[src/bpred_consts.svh]
// Purpose: constants for the static branch predictor and return stack
// Assumes: 100 MHz core clock
// Notes:   modes select the static direction heuristic
`ifndef BPRED_CONSTS_SVH
`define BPRED_CONSTS_SVH
`define ADDR_W        32
`define RAS_DEPTH     16
`define RAS_PTR_W     4
`define CALL_LEN      32'h0000_0004
`define MODE_W        2
`define MODE_DIR      2'h0
`define MODE_DYN      2'h1
`define MODE_NONE     2'h2
`endif

[src/bpred_pkg.sv]
// Purpose: types for the static branch predictor
// Assumes: constants header present
// Notes:   branch kinds as decoded by fetch
`include "bpred_consts.svh"
package bpred_pkg;
	typedef enum logic [2:0]
	{
		BR_NONE   = 3'h0,
		BR_UNCOND = 3'h1,
		BR_COND   = 3'h2,
		BR_INDIR  = 3'h3,
		BR_CALL   = 3'h4,
		BR_RET    = 3'h5,
		BR_SPIN   = 3'h6
	} brKind_t;
	typedef enum logic [1:0]
	{
		MODE_DIRECTION = 2'h0,
		MODE_DYNAMIC   = 2'h1,
		MODE_NOSTATIC  = 2'h2
	} predMode_t;
endpackage

[src/static_branch_predictor_ras.sv]
// Purpose: front-end static prediction, return stack, spin hint
// Assumes: one fetched branch per cycle, resolution from execute
// Notes:   prediction registered one cycle after the fetch strobe
`timescale 1ns/1ps
`include "bpred_consts.svh"
// Notes on behaviour
// - no history entry means static rules used
// - unconditional branches predicted taken
// - indirect branches predicted not taken
// - backward conditional taken in direction mode
// - forward conditional not taken in direction mode
// - dynamic mode ignores jump direction
// - no-static mode omits the heuristic
// - sixteen-entry return stack, calls push, returns pop
// - resident trace prediction overrides stack
// - spin hint retires as no-op
// - spin hint softens order-violation flush
// - indirect with history uses last target
module static_branch_predictor_ras
	import bpred_pkg::*;
#(
	parameter int AW = `ADDR_W
) (
	input  wire logic          clk,
	input  wire logic          arst_n,
	input  bpred_pkg::predMode_t mode,
	input  wire logic          fetchValid,
	input  bpred_pkg::brKind_t fetchKind,
	input  wire logic [AW-1:0] fetchPc,
	input  wire logic [AW-1:0] fetchTarget,
	input  wire logic          histHit,
	input  wire logic          histTaken,
	input  wire logic [AW-1:0] histTarget,
	input  wire logic          traceHit,
	input  wire logic [AW-1:0] traceTarget,
	input  wire logic          loopExit,
	output logic               predValid,
	output logic               predTaken,
	output logic [AW-1:0]      predTarget,
	output logic               retireNop,
	output logic               spinActive,
	output logic               orderFlushMask
);
	logic          statTaken;
	logic [AW-1:0] rasTop;
	logic          push;
	logic          pop;
	logic          valid_q;
	logic          valid_d;
	logic          taken_q;
	logic          taken_d;
	logic [AW-1:0] tgt_q;
	logic [AW-1:0] tgt_d;
	logic          nop_q;
	logic          nop_d;
	logic          spin_q;
	logic          spin_d;
	logic          mask_q;
	logic          mask_d;

	static_dir u_dir (
		.kind   (fetchKind),
		.mode   (mode),
		.pc     (fetchPc),
		.target (fetchTarget),
		.taken  (statTaken)
	);

	assign push = fetchValid && (fetchKind == BR_CALL);
	assign pop  = fetchValid && (fetchKind == BR_RET);

	ret_stack #(
		.DEPTH (`RAS_DEPTH),
		.AW    (AW)
	) u_ras (
		.clk      (clk),
		.arst_n   (arst_n),
		.push     (push),
		.pushAddr (AW'(fetchPc + `CALL_LEN)),
		.pop      (pop),
		.topAddr  (rasTop)
	);

	always_comb
	begin
		valid_d = fetchValid;
		taken_d = 1'b0;
		tgt_d   = AW'(fetchPc + `CALL_LEN);
		nop_d   = 1'b0;
		spin_d  = spin_q;
		if (fetchValid)
		begin
			unique case (fetchKind)
				BR_CALL, BR_RET:
				begin
					taken_d = 1'b1;
					if (traceHit)
						tgt_d = traceTarget;
					else if (fetchKind == BR_RET)
						tgt_d = rasTop;
					else
						tgt_d = fetchTarget;
				end
				BR_SPIN:
				begin
					nop_d  = 1'b1;
					spin_d = 1'b1;
				end
				BR_NONE:
					taken_d = 1'b0;
				default:
				begin
					if (histHit && fetchKind == BR_INDIR)
					begin
						taken_d = 1'b1;
						tgt_d   = histTarget;
					end
					else if (histHit ||
						(fetchKind == BR_COND && mode == MODE_DYNAMIC))
					begin
						taken_d = histHit && histTaken;
						if (taken_d)
							tgt_d = fetchTarget;
					end
					else
					begin
						taken_d = statTaken;
						if (statTaken)
							tgt_d = fetchTarget;
					end
				end
			endcase
		end
		// loop exit ends the polling window after use
		if (loopExit && !(fetchValid && fetchKind == BR_SPIN))
			spin_d = 1'b0;
		mask_d = spin_d;
	end

	always_ff @(posedge clk or negedge arst_n)
	begin
		if (!arst_n)
		begin
			valid_q <= 1'b0;
			taken_q <= 1'b0;
			tgt_q   <= '0;
			nop_q   <= 1'b0;
			spin_q  <= 1'b0;
			mask_q  <= 1'b0;
		end
		else
		begin
			valid_q <= valid_d;
			taken_q <= taken_d;
			tgt_q   <= tgt_d;
			nop_q   <= nop_d;
			spin_q  <= spin_d;
			mask_q  <= mask_d;
		end
	end

	assign predValid      = valid_q;
	assign predTaken      = taken_q;
	assign predTarget     = tgt_q;
	assign retireNop      = nop_q;
	assign spinActive     = spin_q;
	assign orderFlushMask = mask_q;

	a_uncond_taken: assert property (
		@(posedge clk) disable iff (!arst_n)
		fetchValid && fetchKind == BR_UNCOND && !histHit
		|=> predTaken && predTarget == $past(fetchTarget))
		else $error("unconditional branch not predicted taken");

	a_indir_nottaken: assert property (
		@(posedge clk) disable iff (!arst_n)
		fetchValid && fetchKind == BR_INDIR && !histHit
		|=> !predTaken)
		else $error("indirect branch without history predicted taken");

	a_back_taken: assert property (
		@(posedge clk) disable iff (!arst_n)
		fetchValid && fetchKind == BR_COND && !histHit
		&& mode == MODE_DIRECTION && fetchTarget < fetchPc
		|=> predTaken)
		else $error("backward conditional not predicted taken");

	a_fwd_fall: assert property (
		@(posedge clk) disable iff (!arst_n)
		fetchValid && fetchKind == BR_COND && !histHit
		&& mode == MODE_DIRECTION && fetchTarget > fetchPc
		|=> !predTaken)
		else $error("forward conditional predicted taken");

	a_dyn_nodir: assert property (
		@(posedge clk) disable iff (!arst_n)
		fetchValid && fetchKind == BR_COND && !histHit
		&& mode != MODE_DIRECTION |=> !predTaken)
		else $error("direction heuristic used outside direction mode");

	a_call_ret: assert property (
		@(posedge clk) disable iff (!arst_n)
		fetchValid && fetchKind == BR_CALL && !traceHit ##1
		fetchValid && fetchKind == BR_RET && !traceHit
		|=> predTaken && predTarget == $past(fetchPc, 2) + `CALL_LEN)
		else $error("return did not pop matching call address");

	a_trace_wins: assert property (
		@(posedge clk) disable iff (!arst_n)
		fetchValid && fetchKind == BR_RET && traceHit
		|=> predTarget == $past(traceTarget))
		else $error("trace prediction ignored for return");

	a_spin_nop: assert property (
		@(posedge clk) disable iff (!arst_n)
		fetchValid && fetchKind == BR_SPIN
		|=> retireNop && !predTaken && orderFlushMask)
		else $error("spin hint not retired as no-op");

	a_indir_hist: assert property (
		@(posedge clk) disable iff (!arst_n)
		fetchValid && fetchKind == BR_INDIR && histHit
		|=> predTaken && predTarget == $past(histTarget))
		else $error("indirect history target not used");

	a_valid_fall: assert property (
		@(posedge clk) disable iff (!arst_n)
		!fetchValid |=> !predValid && !predTaken && !retireNop)
		else $error("prediction shown without a fetch");

	a_indir_fall: assert property (
		@(posedge clk) disable iff (!arst_n)
		fetchValid && fetchKind == BR_INDIR && !histHit
		|=> predTarget == $past(fetchPc) + `CALL_LEN)
		else $error("indirect branch not sent down sequential path");

	a_back_target: assert property (
		@(posedge clk) disable iff (!arst_n)
		fetchValid && fetchKind == BR_COND && !histHit
		&& mode == MODE_DIRECTION && fetchTarget < fetchPc
		|=> predTarget == $past(fetchTarget))
		else $error("backward conditional target wrong");

	a_fwd_target: assert property (
		@(posedge clk) disable iff (!arst_n)
		fetchValid && fetchKind == BR_COND && !histHit
		&& mode == MODE_DIRECTION && fetchTarget > fetchPc
		|=> predTarget == $past(fetchPc) + `CALL_LEN)
		else $error("forward conditional not falling through");

	a_nostat_cond: assert property (
		@(posedge clk) disable iff (!arst_n)
		fetchValid && fetchKind == BR_COND && !histHit
		&& mode == MODE_NOSTATIC
		|=> !predTaken && predTarget == $past(fetchPc) + `CALL_LEN)
		else $error("conditional predicted by direction in no-static mode");

	a_call_taken: assert property (
		@(posedge clk) disable iff (!arst_n)
		fetchValid && fetchKind == BR_CALL && !traceHit
		|=> predTaken && predTarget == $past(fetchTarget))
		else $error("call not predicted to its target");

	a_call_trace: assert property (
		@(posedge clk) disable iff (!arst_n)
		fetchValid && fetchKind == BR_CALL && traceHit
		|=> predTaken && predTarget == $past(traceTarget))
		else $error("trace prediction ignored for call");

	a_nop_only: assert property (
		@(posedge clk) disable iff (!arst_n)
		!(fetchValid && fetchKind == BR_SPIN) |=> !retireNop)
		else $error("no-op retire without spin hint");

	a_spin_fall: assert property (
		@(posedge clk) disable iff (!arst_n)
		fetchValid && fetchKind == BR_SPIN
		|=> predTarget == $past(fetchPc) + `CALL_LEN)
		else $error("spin hint redirected fetch");

	a_spin_hold: assert property (
		@(posedge clk) disable iff (!arst_n)
		spinActive && !loopExit
		|=> spinActive && orderFlushMask)
		else $error("polling window dropped without loop exit");

	a_spin_clear: assert property (
		@(posedge clk) disable iff (!arst_n)
		loopExit && !(fetchValid && fetchKind == BR_SPIN)
		|=> !spinActive && !orderFlushMask)
		else $error("polling window not closed on loop exit");
endmodule

[src/ret_stack.sv]
// Purpose: circular return address stack
// Assumes: one push or pop per cycle, push wins if both
// Notes:   overflow wraps onto the oldest entry
`timescale 1ns/1ps
`include "bpred_consts.svh"
module ret_stack #(
	parameter int DEPTH = `RAS_DEPTH,
	parameter int AW    = `ADDR_W
) (
	input  wire logic          clk,
	input  wire logic          arst_n,
	input  wire logic          push,
	input  wire logic [AW-1:0] pushAddr,
	input  wire logic          pop,
	output logic      [AW-1:0] topAddr
);
	localparam int PW = $clog2(DEPTH);
	logic [AW-1:0] mem_q [DEPTH];
	logic [AW-1:0] mem_d [DEPTH];
	logic [PW-1:0] ptr_q;
	logic [PW-1:0] ptr_d;

	assign topAddr = mem_q[ptr_q - PW'(1)];

	always_comb
	begin
		mem_d = mem_q;
		ptr_d = ptr_q;
		if (push)
		begin
			mem_d[ptr_q] = pushAddr;
			ptr_d = ptr_q + PW'(1);
		end
		else if (pop)
			ptr_d = ptr_q - PW'(1);
	end

	always_ff @(posedge clk or negedge arst_n)
	begin
		if (!arst_n)
		begin
			ptr_q <= '0;
			for (int i = 0; i < DEPTH; i++)
				mem_q[i] <= '0;
		end
		else
		begin
			ptr_q <= ptr_d;
			mem_q <= mem_d;
		end
	end

	a_ptr_wrap: assert property (
		@(posedge clk) disable iff (!arst_n)
		push |=> ptr_q == $past(ptr_q) + PW'(1))
		else $error("stack pointer did not advance on push");
endmodule

[src/static_dir.sv]
// Purpose: static direction for branches with no history
// Assumes: pure combinational decision
// Notes:   calls and returns handled by the stack elsewhere
`timescale 1ns/1ps
`include "bpred_consts.svh"
module static_dir
	import bpred_pkg::*;
(
	input  bpred_pkg::brKind_t   kind,
	input  bpred_pkg::predMode_t mode,
	input  wire logic [31:0]     pc,
	input  wire logic [31:0]     target,
	output logic                 taken
);
	always_comb
	begin
		taken = 1'b0;
		unique case (kind)
			BR_UNCOND: taken = 1'b1;
			BR_INDIR: taken = 1'b0;
			BR_COND: taken = (mode == MODE_DIRECTION) && (target < pc);
			default: taken = 1'b0;
		endcase
	end
endmodule

[config.mk]
export PLATFORM = sky130hd
export DESIGN_NAME = static_branch_predictor_ras
export DESIGN_NICKNAME = d
export VERILOG_FILES = /design/src/bpred_pkg.sv /design/src/static_branch_predictor_ras.sv /design/src/ret_stack.sv /design/src/static_dir.sv
export VERILOG_INCLUDE_DIRS = /design/src
export SDC_FILE = /design/constraint.sdc
export NUM_CORES = 1
export LEC_CHECK = 0
export CAP_MARGIN = 20
export CORE_ASPECT_RATIO = 0.8
export CORE_UTILIZATION = 55
export CTS_BUF_LIST = sky130_fd_sc_hd__clkbuf_8
export CTS_CLUSTER_SIZE = 40
export DETAILED_ROUTE_END_ITERATION = 16
export DONT_BUFFER_PORTS = 1
export PLACE_DENSITY = 0.73
export SLEW_MARGIN = 20
export SYNTH_ARGS = -nofsm -noshare
export SYNTH_HDL_FRONTEND = slang
export SYNTH_HIERARCHICAL = 1
export SYNTH_SLANG_ARGS = --single-unit
[constraint.sdc]
create_clock -name clk -period 3.3 [get_ports clk]
set_clock_uncertainty 0.1 [all_clocks]
set_input_delay 0 -clock clk [delete_from_list [all_inputs] [get_ports clk]]
set_output_delay 0 -clock clk [all_outputs]
set_load 0.01 [all_outputs]
## After elaboration in Yosys (flattened, before gate mapping)

Index checks and enable logic that the tools add are counted.

| cells by class | value |
|---|---|
| eq/ne operators | 7 |
| muxes and demuxes | 26 |
| magnitude comparators | 4 |
| bitwise operators | 2 |
| reduce and logical (&&, ||, !) cells | 19 |
| shift-type cells | 0 |
| add/sub/neg operators | 3 |
| $mul | 0 |
| divide/modulo/power cells | 0 |

Operators by type and width:

| kind | count |
|---|---|
| bitwise mux 512 bit | 1 |
| two-way mux 32 bit | 10 |
| binary-select mux 32 bit (select 4 bit) | 1 |
| demux 32 bit (select 4 bit) | 1 |
| case mux 32 bit (2 select lines) | 1 |
| adder 32 x 3 -> 32 bit, second input constant | 1 |
| < comparator 32 bit | 1 |
| greater-or-equal comparator 5 bit, second input constant | 2 |
| inverter 4 -> 5 bit | 2 |
| equality test 3 bit, second input constant | 3 |
| logical AND 1 bit | 9 |
| two-way mux 1 bit | 8 |
| two-way mux 4 bit | 2 |
| equality test 3 x 2 -> 1 bit, second input constant | 2 |
| nonzero test 2 bit | 3 |
| < comparator 5 x 1 -> 1 bit, second input constant | 1 |
| adder 4 x 1 -> 4 bit, second input constant | 1 |
| case mux 1 bit (2 select lines) | 2 |
| OR reduction 2 bit | 2 |
| subtractor 4 x 1 -> 4 bit, second input constant | 1 |
| equality test 3 x 1 -> 1 bit, second input constant | 1 |
| zero test 3 bit | 1 |
| equality test 2 x 1 -> 1 bit, second input constant | 1 |
| zero test 2 bit | 1 |
| other kinds (3) | 3 |

| word-level totals | value |
|---|---|
| bits in writable memories | 0 |
| input bits | 140 |
| memories | 0 |
| word-level logic and storage cells | 83 |
| bits in latches | 0 |
| bits in registers | 552 |
| output and inout port bits | 37 |
| ROM bits | 0 |

## Depth between registers and ports, before layout

Gate-level depths: netlist of the first run.

| depth | value |
|---|---|
| depth in word-level cells | 9 |
| depth in mapped cells | 15 |
| depth with buffers taken out | 12 |

## Modules after synthesis

The synthesis of the first run kept the hierarchy.

Modules (own cells, without submodules):

| module | area an instance (µm²) | sequential area each (µm²) | times used | cells each |
|---|---|---|---|---|
| ret_stack | 23,256.1 | 12,912.4 | 1 | 1,472 |
| static_branch_predictor_ras | 3,230.6 | 900.9 | 1 | 402 |
| static_dir | 822.0 | 0.0 | 1 | 118 |

## Worst setup path before layout of the first run

OpenSTA, ideal clock, no wires.

| timing | value |
|---|---|
| path type | reg2reg |
| start | register u_ras.ptr_q[0] |
| end | register tgt_q[29], in the netlist predTarget[29] |
| setup time | 126 ps |
| required time | 3,074 ps |
| slack | 70 ps |
| data arrival time | 3,005 ps |
| path buffers | 5 |
| clock period less this slack | 3,230 ps |
| stages on the path, launching flop included | 16 |
| path through | dfrtp_1 -> buf_2 -> buf_6 -> buf_2 -> inv_1 -> ha_1 -> buf_2 -> clkbuf_1 -> mux4_2 -> a22oi_1 -> nand3_1 -> mux2i_1 -> nor2_1 -> a21oi_1 -> nor2_1 -> a221o_1 |

| between the ends | value |
|---|---|
| word-level cells in the longest chain between the ends | 9 |

Ends and longest elaborated chain:

| element | line | RTL |
|---|---|---|
| from (decl) | ret_stack.sv:20 | `logic [PW-1:0] ptr_q;` |
| from (signal assigned) | ret_stack.sv:48 | `ptr_q <= ptr_d;` |
| subtractor 4 x 1 -> 4 bit | ret_stack.sv:23 | `assign topAddr = mem_q[ptr_q - PW'(1)];` |
| inverter 4 -> 5 bit (implied by the code) | ret_stack.sv:23 |  |
| binary-select mux 32 bit (select 4 bit) | ret_stack.sv:23 |  |
| two-way mux 32 bit (implied by the code) (2 in series) | ret_stack.sv:23 |  |
| via rasTop[29] | static_branch_predictor_ras.sv:45 | `logic [AW-1:0] rasTop;` |
| two-way mux 32 bit | static_branch_predictor_ras.sv:99 | `else if (fetchKind == BR_RET)` |
| two-way mux 32 bit | static_branch_predictor_ras.sv:97 | `if (traceHit)` |
| case mux 32 bit (2 select lines) | static_branch_predictor_ras.sv:93 | `unique case (fetchKind)` |
| two-way mux 32 bit | static_branch_predictor_ras.sv:91 | `if (fetchValid)` |
| via tgt_d[29] | static_branch_predictor_ras.sv:53 | `logic [AW-1:0] tgt_d;` |
| to (signal assigned) | static_branch_predictor_ras.sv:155 | `tgt_q <= tgt_d;` |
| to (decl) | static_branch_predictor_ras.sv:52 | `logic [AW-1:0] tgt_q;` |

The timed path passes the listed nets, and every way through them passes these cells. The select of a mux whose other input is x is not followed.
A chain may end at the register's enable or synchronous reset.

## Worst setup path after layout of the first run

| timing | value |
|---|---|
| start | register u_ras.ptr_q[0] |
| end | register tgt_q[9], in the netlist predTarget[9] |

Same word-level chain as after synthesis.

==> results.json, run 1 <==
{
  "wl_um": 87800,
  "first_iter_violations": 2835,
  "rrSetupSlack_ns": 0.08,
  "peakVddDrop_mv": 0.594,
  "dr.pass1.iters": 7,
  "num_io_pins": 177,
  "clock_latency_ns": 0.68,
  "grt_pass1_wl_um": 132000,
  "holdWs_ns": -1.08,
  "place_inst": 2550,
  "synth_top_family_by_area": "multiplexers",
  "drcViolationCount": 0,
  "cts_buffers": 88,
  "die_h_um": 201,
  "met3_usage_pct": 12.9,
  "die_width_um": 251,
  "area_growth_pct": 18.6,
  "stdcell_area_um2": 32400,
  "yosysWarnings": 6,
  "cp_data_arrival_time_ns": 3.68,
  "yosysSeqAreaShare_pct": 50.6,
  "avgSynthCellArea_um2": 13.7,
  "layout.nets": 2402,
  "clockRootBuffer": "clkbuf_8",
  "grt_antenna_before_repair": 6,
  "grt_use_met1_pct": 48.1,
  "vias_per_cell": 6.86,
  "status": "finished, violations left",
  "htreeDepth": 3,
  "met2_usage_pct": 50.4,
  "gr-max-usage-layer": "met2",
  "grt_util_all_layers_pct": 35.2,
  "synth-compound-area-share_pct": 5.83,
  "finalSetupViolations": 0,
  "r2r_start": "u_ras/ptr_q[0]",
  "r2r_end": "predTarget[9]",
  "drive_gt1_share_pct": 39.1,
  "syn_area_um2": 27300,
  "place_area_um2": 28400,
  "hold_class": "input pin to async pin",
  "die_area_um2": 50600,
  "ant_nets": 0,
  "maxSlewHeadroom_pct": -61.5,
  "yosys.area.top_type": "dfrtp_1",
  "cts_max_path_buffers": 3,
  "portBuffers": 0,
  "vias": 20000,
  "synthFlopType": "dfrtp_1",
  "drv_slew": 332,
  "r2r_cells": 7,
  "syn_inst": 1992,
  "layoutNonFillerInstCount": 2921,
  "path_max_fanout": 68,
  "synth_fa_ha_area_share_pct": 1.70,
  "hold_viol_final": 552,
  "start_util_pct": 56.1,
  "core-area_um2": 48600,
  "cts_tree": "built",
  "ys_types": 65,
  "start_kind": "register",
  "grt_pass1_vias": 20800,
  "syn_nets": 2169,
  "synth_xor_area_share_pct": 0.994,
  "powerDensity_nw_per_um2": 761,
  "cap_violations": 0,
  "clock-sinks": 552,
  "min_period_ns": 3.22,
  "synth-simple-area-share_pct": 4.80,
  "leakagePower_nw": 15.5,
  "crit_type": "register to register",
  "place_hpwl_um": 49500,
  "detail_route.wl_per_cell_um": 30.1,
  "yosys_register_bits": 552,
  "violations": "hold timing, slew limit",
  "finalCritPeriodShare_pct": 97.6,
  "crit_required_ns": 3.76,
  "num_rows": 72,
  "end_kind": "register",
  "grt_start_max_net_pins": 553,
  "synth_top_cell_area_share_pct": 50.6,
  "synthTopCellsByArea": "dfrtp_1 (51%), mux2_2 (20%), mux4_2 (11%)",
  "synth_mux_area_share_pct": 32.9,
  "max_freq_ghz": 0.311,
  "gp_congestion": 0.991,
  "power_mw": 24.6,
  "tightest_slew_ns": 2.42,
  "synthArstFlopShare_pct": 100,
  "synth_edf_count": 0,
  "grt.overflow.total": 0,
  "clk_pin_slew_ns": 0.07
}
[worst max-delay path by stage]
stage | from | end | slack [ns]
5_1_grt | u_ras/ptr_q[0] | predTarget[24] | -0.006
2_1_floorplan | u_ras/ptr_q[0] | predTarget[29] | 0.07
6_report | u_ras/ptr_q[0] | predTarget[9] | 0.08
4_1_cts | u_ras/ptr_q[0] | predTarget[5] | 0.07
3_5_place_dp | u_ras/ptr_q[0] | predTarget[11] | 0.24
3_3_place_gp | u_ras/ptr_q[0] | predTarget[0] | 0.31
[layout make-up]
type,instances,area (um^2)
multi-input combinational,1238,12800
fill,3247,16300
tap,629,787
inverter,41,154
clock inverter,38,208
timing repair buffer,304,3020
sequential,552,13800
clock buffer,115,1580
antenna,4,10.0
[per-stage QoR]
stage	util, %	setup WS [ns]	TNS (ns)	hold WS, ns
3_3_place_gp	58.3	0.313	0	-0.386
3_5_place_dp	58.3	0.243	0	-0.388
4_1_cts	66.4	0.0738	0	-1.11
6_report	66.6	0.0806	0	-1.08
5_1_grt	66.6	-0.00578	-0.00578	-1.12
2_1_floorplan	-	0.0695	0	-0.396
[repair_timing]
item / CTS / global route
hold buffers: 211 / 2
endpoints found under the hold margin: 1087 / 568
resized for setup: 0 / 5
buffers inserted: 0 / 1
endpoints found under the setup margin: 0 / 24
[cells in the final DEF (no fill, tap or decap), types with 7 or more instances in the layout]
cell type      Yosys  layout
dfrtp_1          552     551
mux2_2           495     495
dlygate4sd3_1      0     211
mux4_2           128     128
clkbuf_8           0     115
o21ai_0          105     104
nand2_1           87      87
buf_4              2      76
inv_1             41      65
nand3_1           60      52
ha_1              37      35
a22oi_1           33      33
mux2i_1           33      32
nor2_1            30      28
a21oi_1           23      23
a221o_1           20      20
mux2_1            17      17
buf_12             0      15
nand4_1           13      13
nor3_1            14      13
o21ai_1           11      12
xor2_1            18      11
xnor2_1           13      11
a22o_1            11      11
nand3_2            1       9
clkinv_2           0       9
and3_1             8       8
xor2_2             0       7
nor2b_1            7       7
[layer usage]
metal / share of wire [%] / wire length [um]
met1: 39 / 34400
met2: 42 / 37100
met3: 13 / 11500
met4: 5.4 / 4760
met5: 0.015 / 13
[Yosys cell counts (4+ instances only)]
master,n
inv_1,41
o21ai_1,11
nor2b_1,7
xnor2_1,13
nand2_1,87
nor3_1,14
a221o_1,20
a21oi_1,23
ha_1,37
a21boi_0,6
nand4_1,13
mux2i_1,33
o21ai_0,105
nand3_1,60
a222oi_1,6
nor2_1,30
mux4_2,128
and3_1,8
xor2_1,18
dfrtp_1,552
a22o_1,11
clkbuf_1,74
mux2_1,17
a22oi_1,33
nor4_2,5
buf_2,77
o211ai_1,5
mux2_2,495
buf_1,5
and4_1,4
[critical path: stages, from the launching register on]
cell and delay (ns):
dfrtp_4 0.48, buf_12 0.43, mux4_2 0.61, a22oi_1 0.26, nand3_1 0.12, mux2i_1 0.41, o21ai_0 0.20, a221o_1 0.35
[cell families after synthesis]
kind of cell	after synthesis
multiplexers	673
flip-flops	552
AND/OR/NAND/NOR	254
AO/OA/AOI/OAI	243
buffers and inverters	202
adder cells (fa/ha/maj)	37
XOR/XNOR	31
[power breakdown]
group	switching [mW]	internal (mW)
combinational	4.22	4.48
clock	2.82	3.20
sequential	1.10	8.83
total	8.14	16.5
[flip-flops by register name, indices dropped and copies added, names as in the netlist]
name / count
predValid: 1
orderFlushMask: 1
predTarget: 32
u_ras/ptr_q: 4
predTaken: 1
u_ras/mem_q: 512
retireNop: 1
Note: power is estimated with default switching activity, not from simulation.
==> run 2: changes to the inputs <==
--- a/config.mk
+++ b/config.mk
@@ -6,14 +6,13 @@
 export SDC_FILE = /design/constraint.sdc
 export NUM_CORES = 1
 export LEC_CHECK = 0
-export CAP_MARGIN = 20
 export CORE_ASPECT_RATIO = 0.8
 export CORE_UTILIZATION = 55
 export CTS_BUF_LIST = sky130_fd_sc_hd__clkbuf_8
 export CTS_CLUSTER_SIZE = 40
 export DETAILED_ROUTE_END_ITERATION = 16
 export DONT_BUFFER_PORTS = 1
-export PLACE_DENSITY = 0.73
+export PLACE_DENSITY = 0.7
 export SLEW_MARGIN = 20
 export SYNTH_ARGS = -nofsm -noshare
 export SYNTH_HDL_FRONTEND = slang
==> constraint.sdc (replaced) <==
create_clock -name clk -period 3.4 [get_ports clk]
set_clock_uncertainty 0.1 [all_clocks]
set_input_delay 0 -clock clk [delete_from_list [all_inputs] [get_ports clk]]
set_output_delay 0 -clock clk [all_outputs]
set_load 0.1 [all_outputs]
==> run 2 against run 1 <==
The run still ends with hold timing, slew limit left. Register-to-register slack improved by 0.06 ns. Die area stayed put. Count of clock-buffer cells in the layout down 2. Critical path depth is 3 higher. Total power fell by 2.9%. Via count decreased by 1.8%. Wire length down 2.4%. Global-route usage is 0.43 points lower. Setup slack improved by 0.013 ns. Largest power group unchanged.
==> results.json, run 2 (synthesized netlist as in run 1, its figures left out) <==
{
  "status": "finished, violations left",
  "violations": "hold timing, slew limit",
  "num_io_pins": 177,
  "finalCritPeriodShare_pct": 97.2,
  "p_int_mw": 15.9,
  "leakagePower_nw": 15.4,
  "clock-sinks": 552,
  "detail_route.wl_per_cell_um": 29.3,
  "layout_commonest_cell": "dfrtp_1",
  "grt.overflow.total": 0,
  "drive_gt1_share_pct": 38.7,
  "cts_max_path_buffers": 3,
  "crit_type": "input pin to register",
  "grt_pass1_vias": 20600,
  "dp_worst_setup_slack_ns": 0.280,
  "final_cell_mix": "dfrtp_1 (549), mux2_2 (495), dlygate4sd3_1 (219)",
  "regMostFlops": "u_ras/mem_q",
  "postCtsHoldBufs": 221,
  "pwr-share-clk_pct": 23.5,
  "crit_required_ns": 3.85,
  "powerDensity_nw_per_um2": 740,
  "peakVddDrop_mv": 0.397,
  "cts_buffers": 89,
  "hold_class": "input pin to async pin",
  "layoutNonFillerInstCount": 2931,
  "hold_viol_final": 552,
  "holdWs_ns": -1.06,
  "tightest_slew_ns": 1.90,
  "path_max_fanout": 23,
  "clk_pin_slew_ns": 0.06,
  "first_iter_violations": 2250,
  "cap_violations": 0,
  "clock_latency_ns": 0.68,
  "place_inst": 2546,
  "fin_tns_setup_ns": 0,
  "min_period_ns": 3.31,
  "layout.nets": 2408,
  "num_rows": 72,
  "grt_start_max_net_pins": 553,
  "htreeDepth": 3,
  "combPwrFrac_pct": 34.9,
  "max_freq_ghz": 0.302,
  "die_area_um2": 50600,
  "gp_congestion": 0.963,
  "finalSetupViolations": 0,
  "place_hpwl_um": 49300,
  "end_kind": "register",
  "area_growth_pct": 18.5,
  "rsz0062_at_grt": "false",
  "maxSlewHeadroom_pct": -26.5,
  "die_width_um": 251,
  "largest_register_ffs": 512,
  "drv_slew": 238,
  "clockRootBuffer": "clkbuf_8",
  "ant_nets": 0,
  "start_util_pct": 56.1,
  "seqPwrFrac_pct": 41.5,
  "cts_tree": "built",
  "start_kind": "input pin",
  "switching_power_mw": 8.07,
  "cp_data_arrival_time_ns": 3.76,
  "portBuffers": 0,
  "die_h_um": 201,
  "wl_um": 85800,
  "vias_per_cell": 6.71,
  "grt_pass1_wl_um": 131000,
  "worst_slack_ns": 0.0940,
  "finish.utilization_pct": 66.5,
  "grt_util_all_layers_pct": 34.8,
  "drcViolationCount": 0,
  "core-area_um2": 48600,
  "vias": 19700,
  "dr.pass1.iters": 6,
  "grt_antenna_before_repair": 11,
  "swShare_pct": 33.7
}
run 2: changes by cell type in the layout (fill, tap and decap cells not counted), moves of 2 or more:
cell	change
dfrtp_2	+2
dfrtp_1	-2
diode_2	+6
xor2_1	+3
xor2_2	-3
clkinvlp_4	+4
dlygate4sd3_1	+8
buf_12	-3
clkbuf_8	-2
inv_8	-2
run 2: final timing paths:
path,from,to,slack (ns),depth (start not counted)
worst max-delay path,fetchValid,u_ras/mem_q[459],0.09,10
worst min-delay path,arst_n,predTarget[18],-1.06,0
worst max register to register,u_ras/ptr_q[0],predTarget[13],0.14,11
worst min register to register,u_ras/mem_q[431],u_ras/mem_q[431],0.39,1
max in group asynchronous,arst_n,u_ras/ptr_q[0],2.53,0
min in group clk,traceHit,predTarget[18],0.06,4
run 2: power by group through the flow:
stage / logic [mW] / registers [mW] / clock network (mW)
floorplan: 5.72 / 9.59 / 0
global placement: 7.62 / 9.87 / 0
detailed placement: 7.84 / 10.0 / 0
CTS: 8.12 / 9.90 / 5.72
global route: 8.79 / 10.2 / 6.02
finish: 8.35 / 9.94 / 5.63
run 2: layer usage:
| metal | vias up | GRT usage, % | wire, um | part of all wire [%] |
|---|---|---|---|---|
| li1 | 7934 | - | - | - |
| met1 | 10200 | 47.1 | 34100 | 40 |
| met2 | 1221 | 50.3 | 36800 | 43 |
| met3 | 360 | 12.9 | 10400 | 12 |
| met4 | 6 | 15.6 | 4300 | 5.0 |
| met5 | - | 0 | 41 | 0.048 |
run 2: timing repair:
item	4_1_cts	5_1_grt
endpoints found under the hold margin	1092	552
setup buffers	0	2
resized for setup	0	5
setup endpoints to repair	0	3
run 2: critical path, stage by stage:
cell and delay, ns:
dlygate4sd3_1 0.52, dlygate4sd3_1 0.82, nand2_1 0.22, nor2_1 0.13
dlygate4sd3_1 0.58, buf_4 0.28, nand2_1 0.14, nor3_4 0.14
buf_4 0.47, mux2_2 0.40
run 2: cell type report:
type / instances / area, um^2
diodes: 10 / 25.0
clock buffers: 113 / 1560
clock inverters: 39 / 186
fillers: 3382 / 16300
inverters: 41 / 154
multi-input cells: 1238 / 12800
flip-flops and latches: 552 / 13800
well taps: 629 / 787
repair buffers: 309 / 3060
run 2: per-stage QoR:
step | cell area (um^2) | power [mW] | hold slack, ns
6_report | 32400 | 23.9 | -1.06
5_1_grt | 32300 | 25.0 | -1.10
4_1_cts | 32300 | 23.7 | -1.10
3_5_place_dp | 28300 | 17.8 | -0.377
3_3_place_gp | 28300 | 17.5 | -0.373
2_1_floorplan | 27300 | 15.3 | -0.396
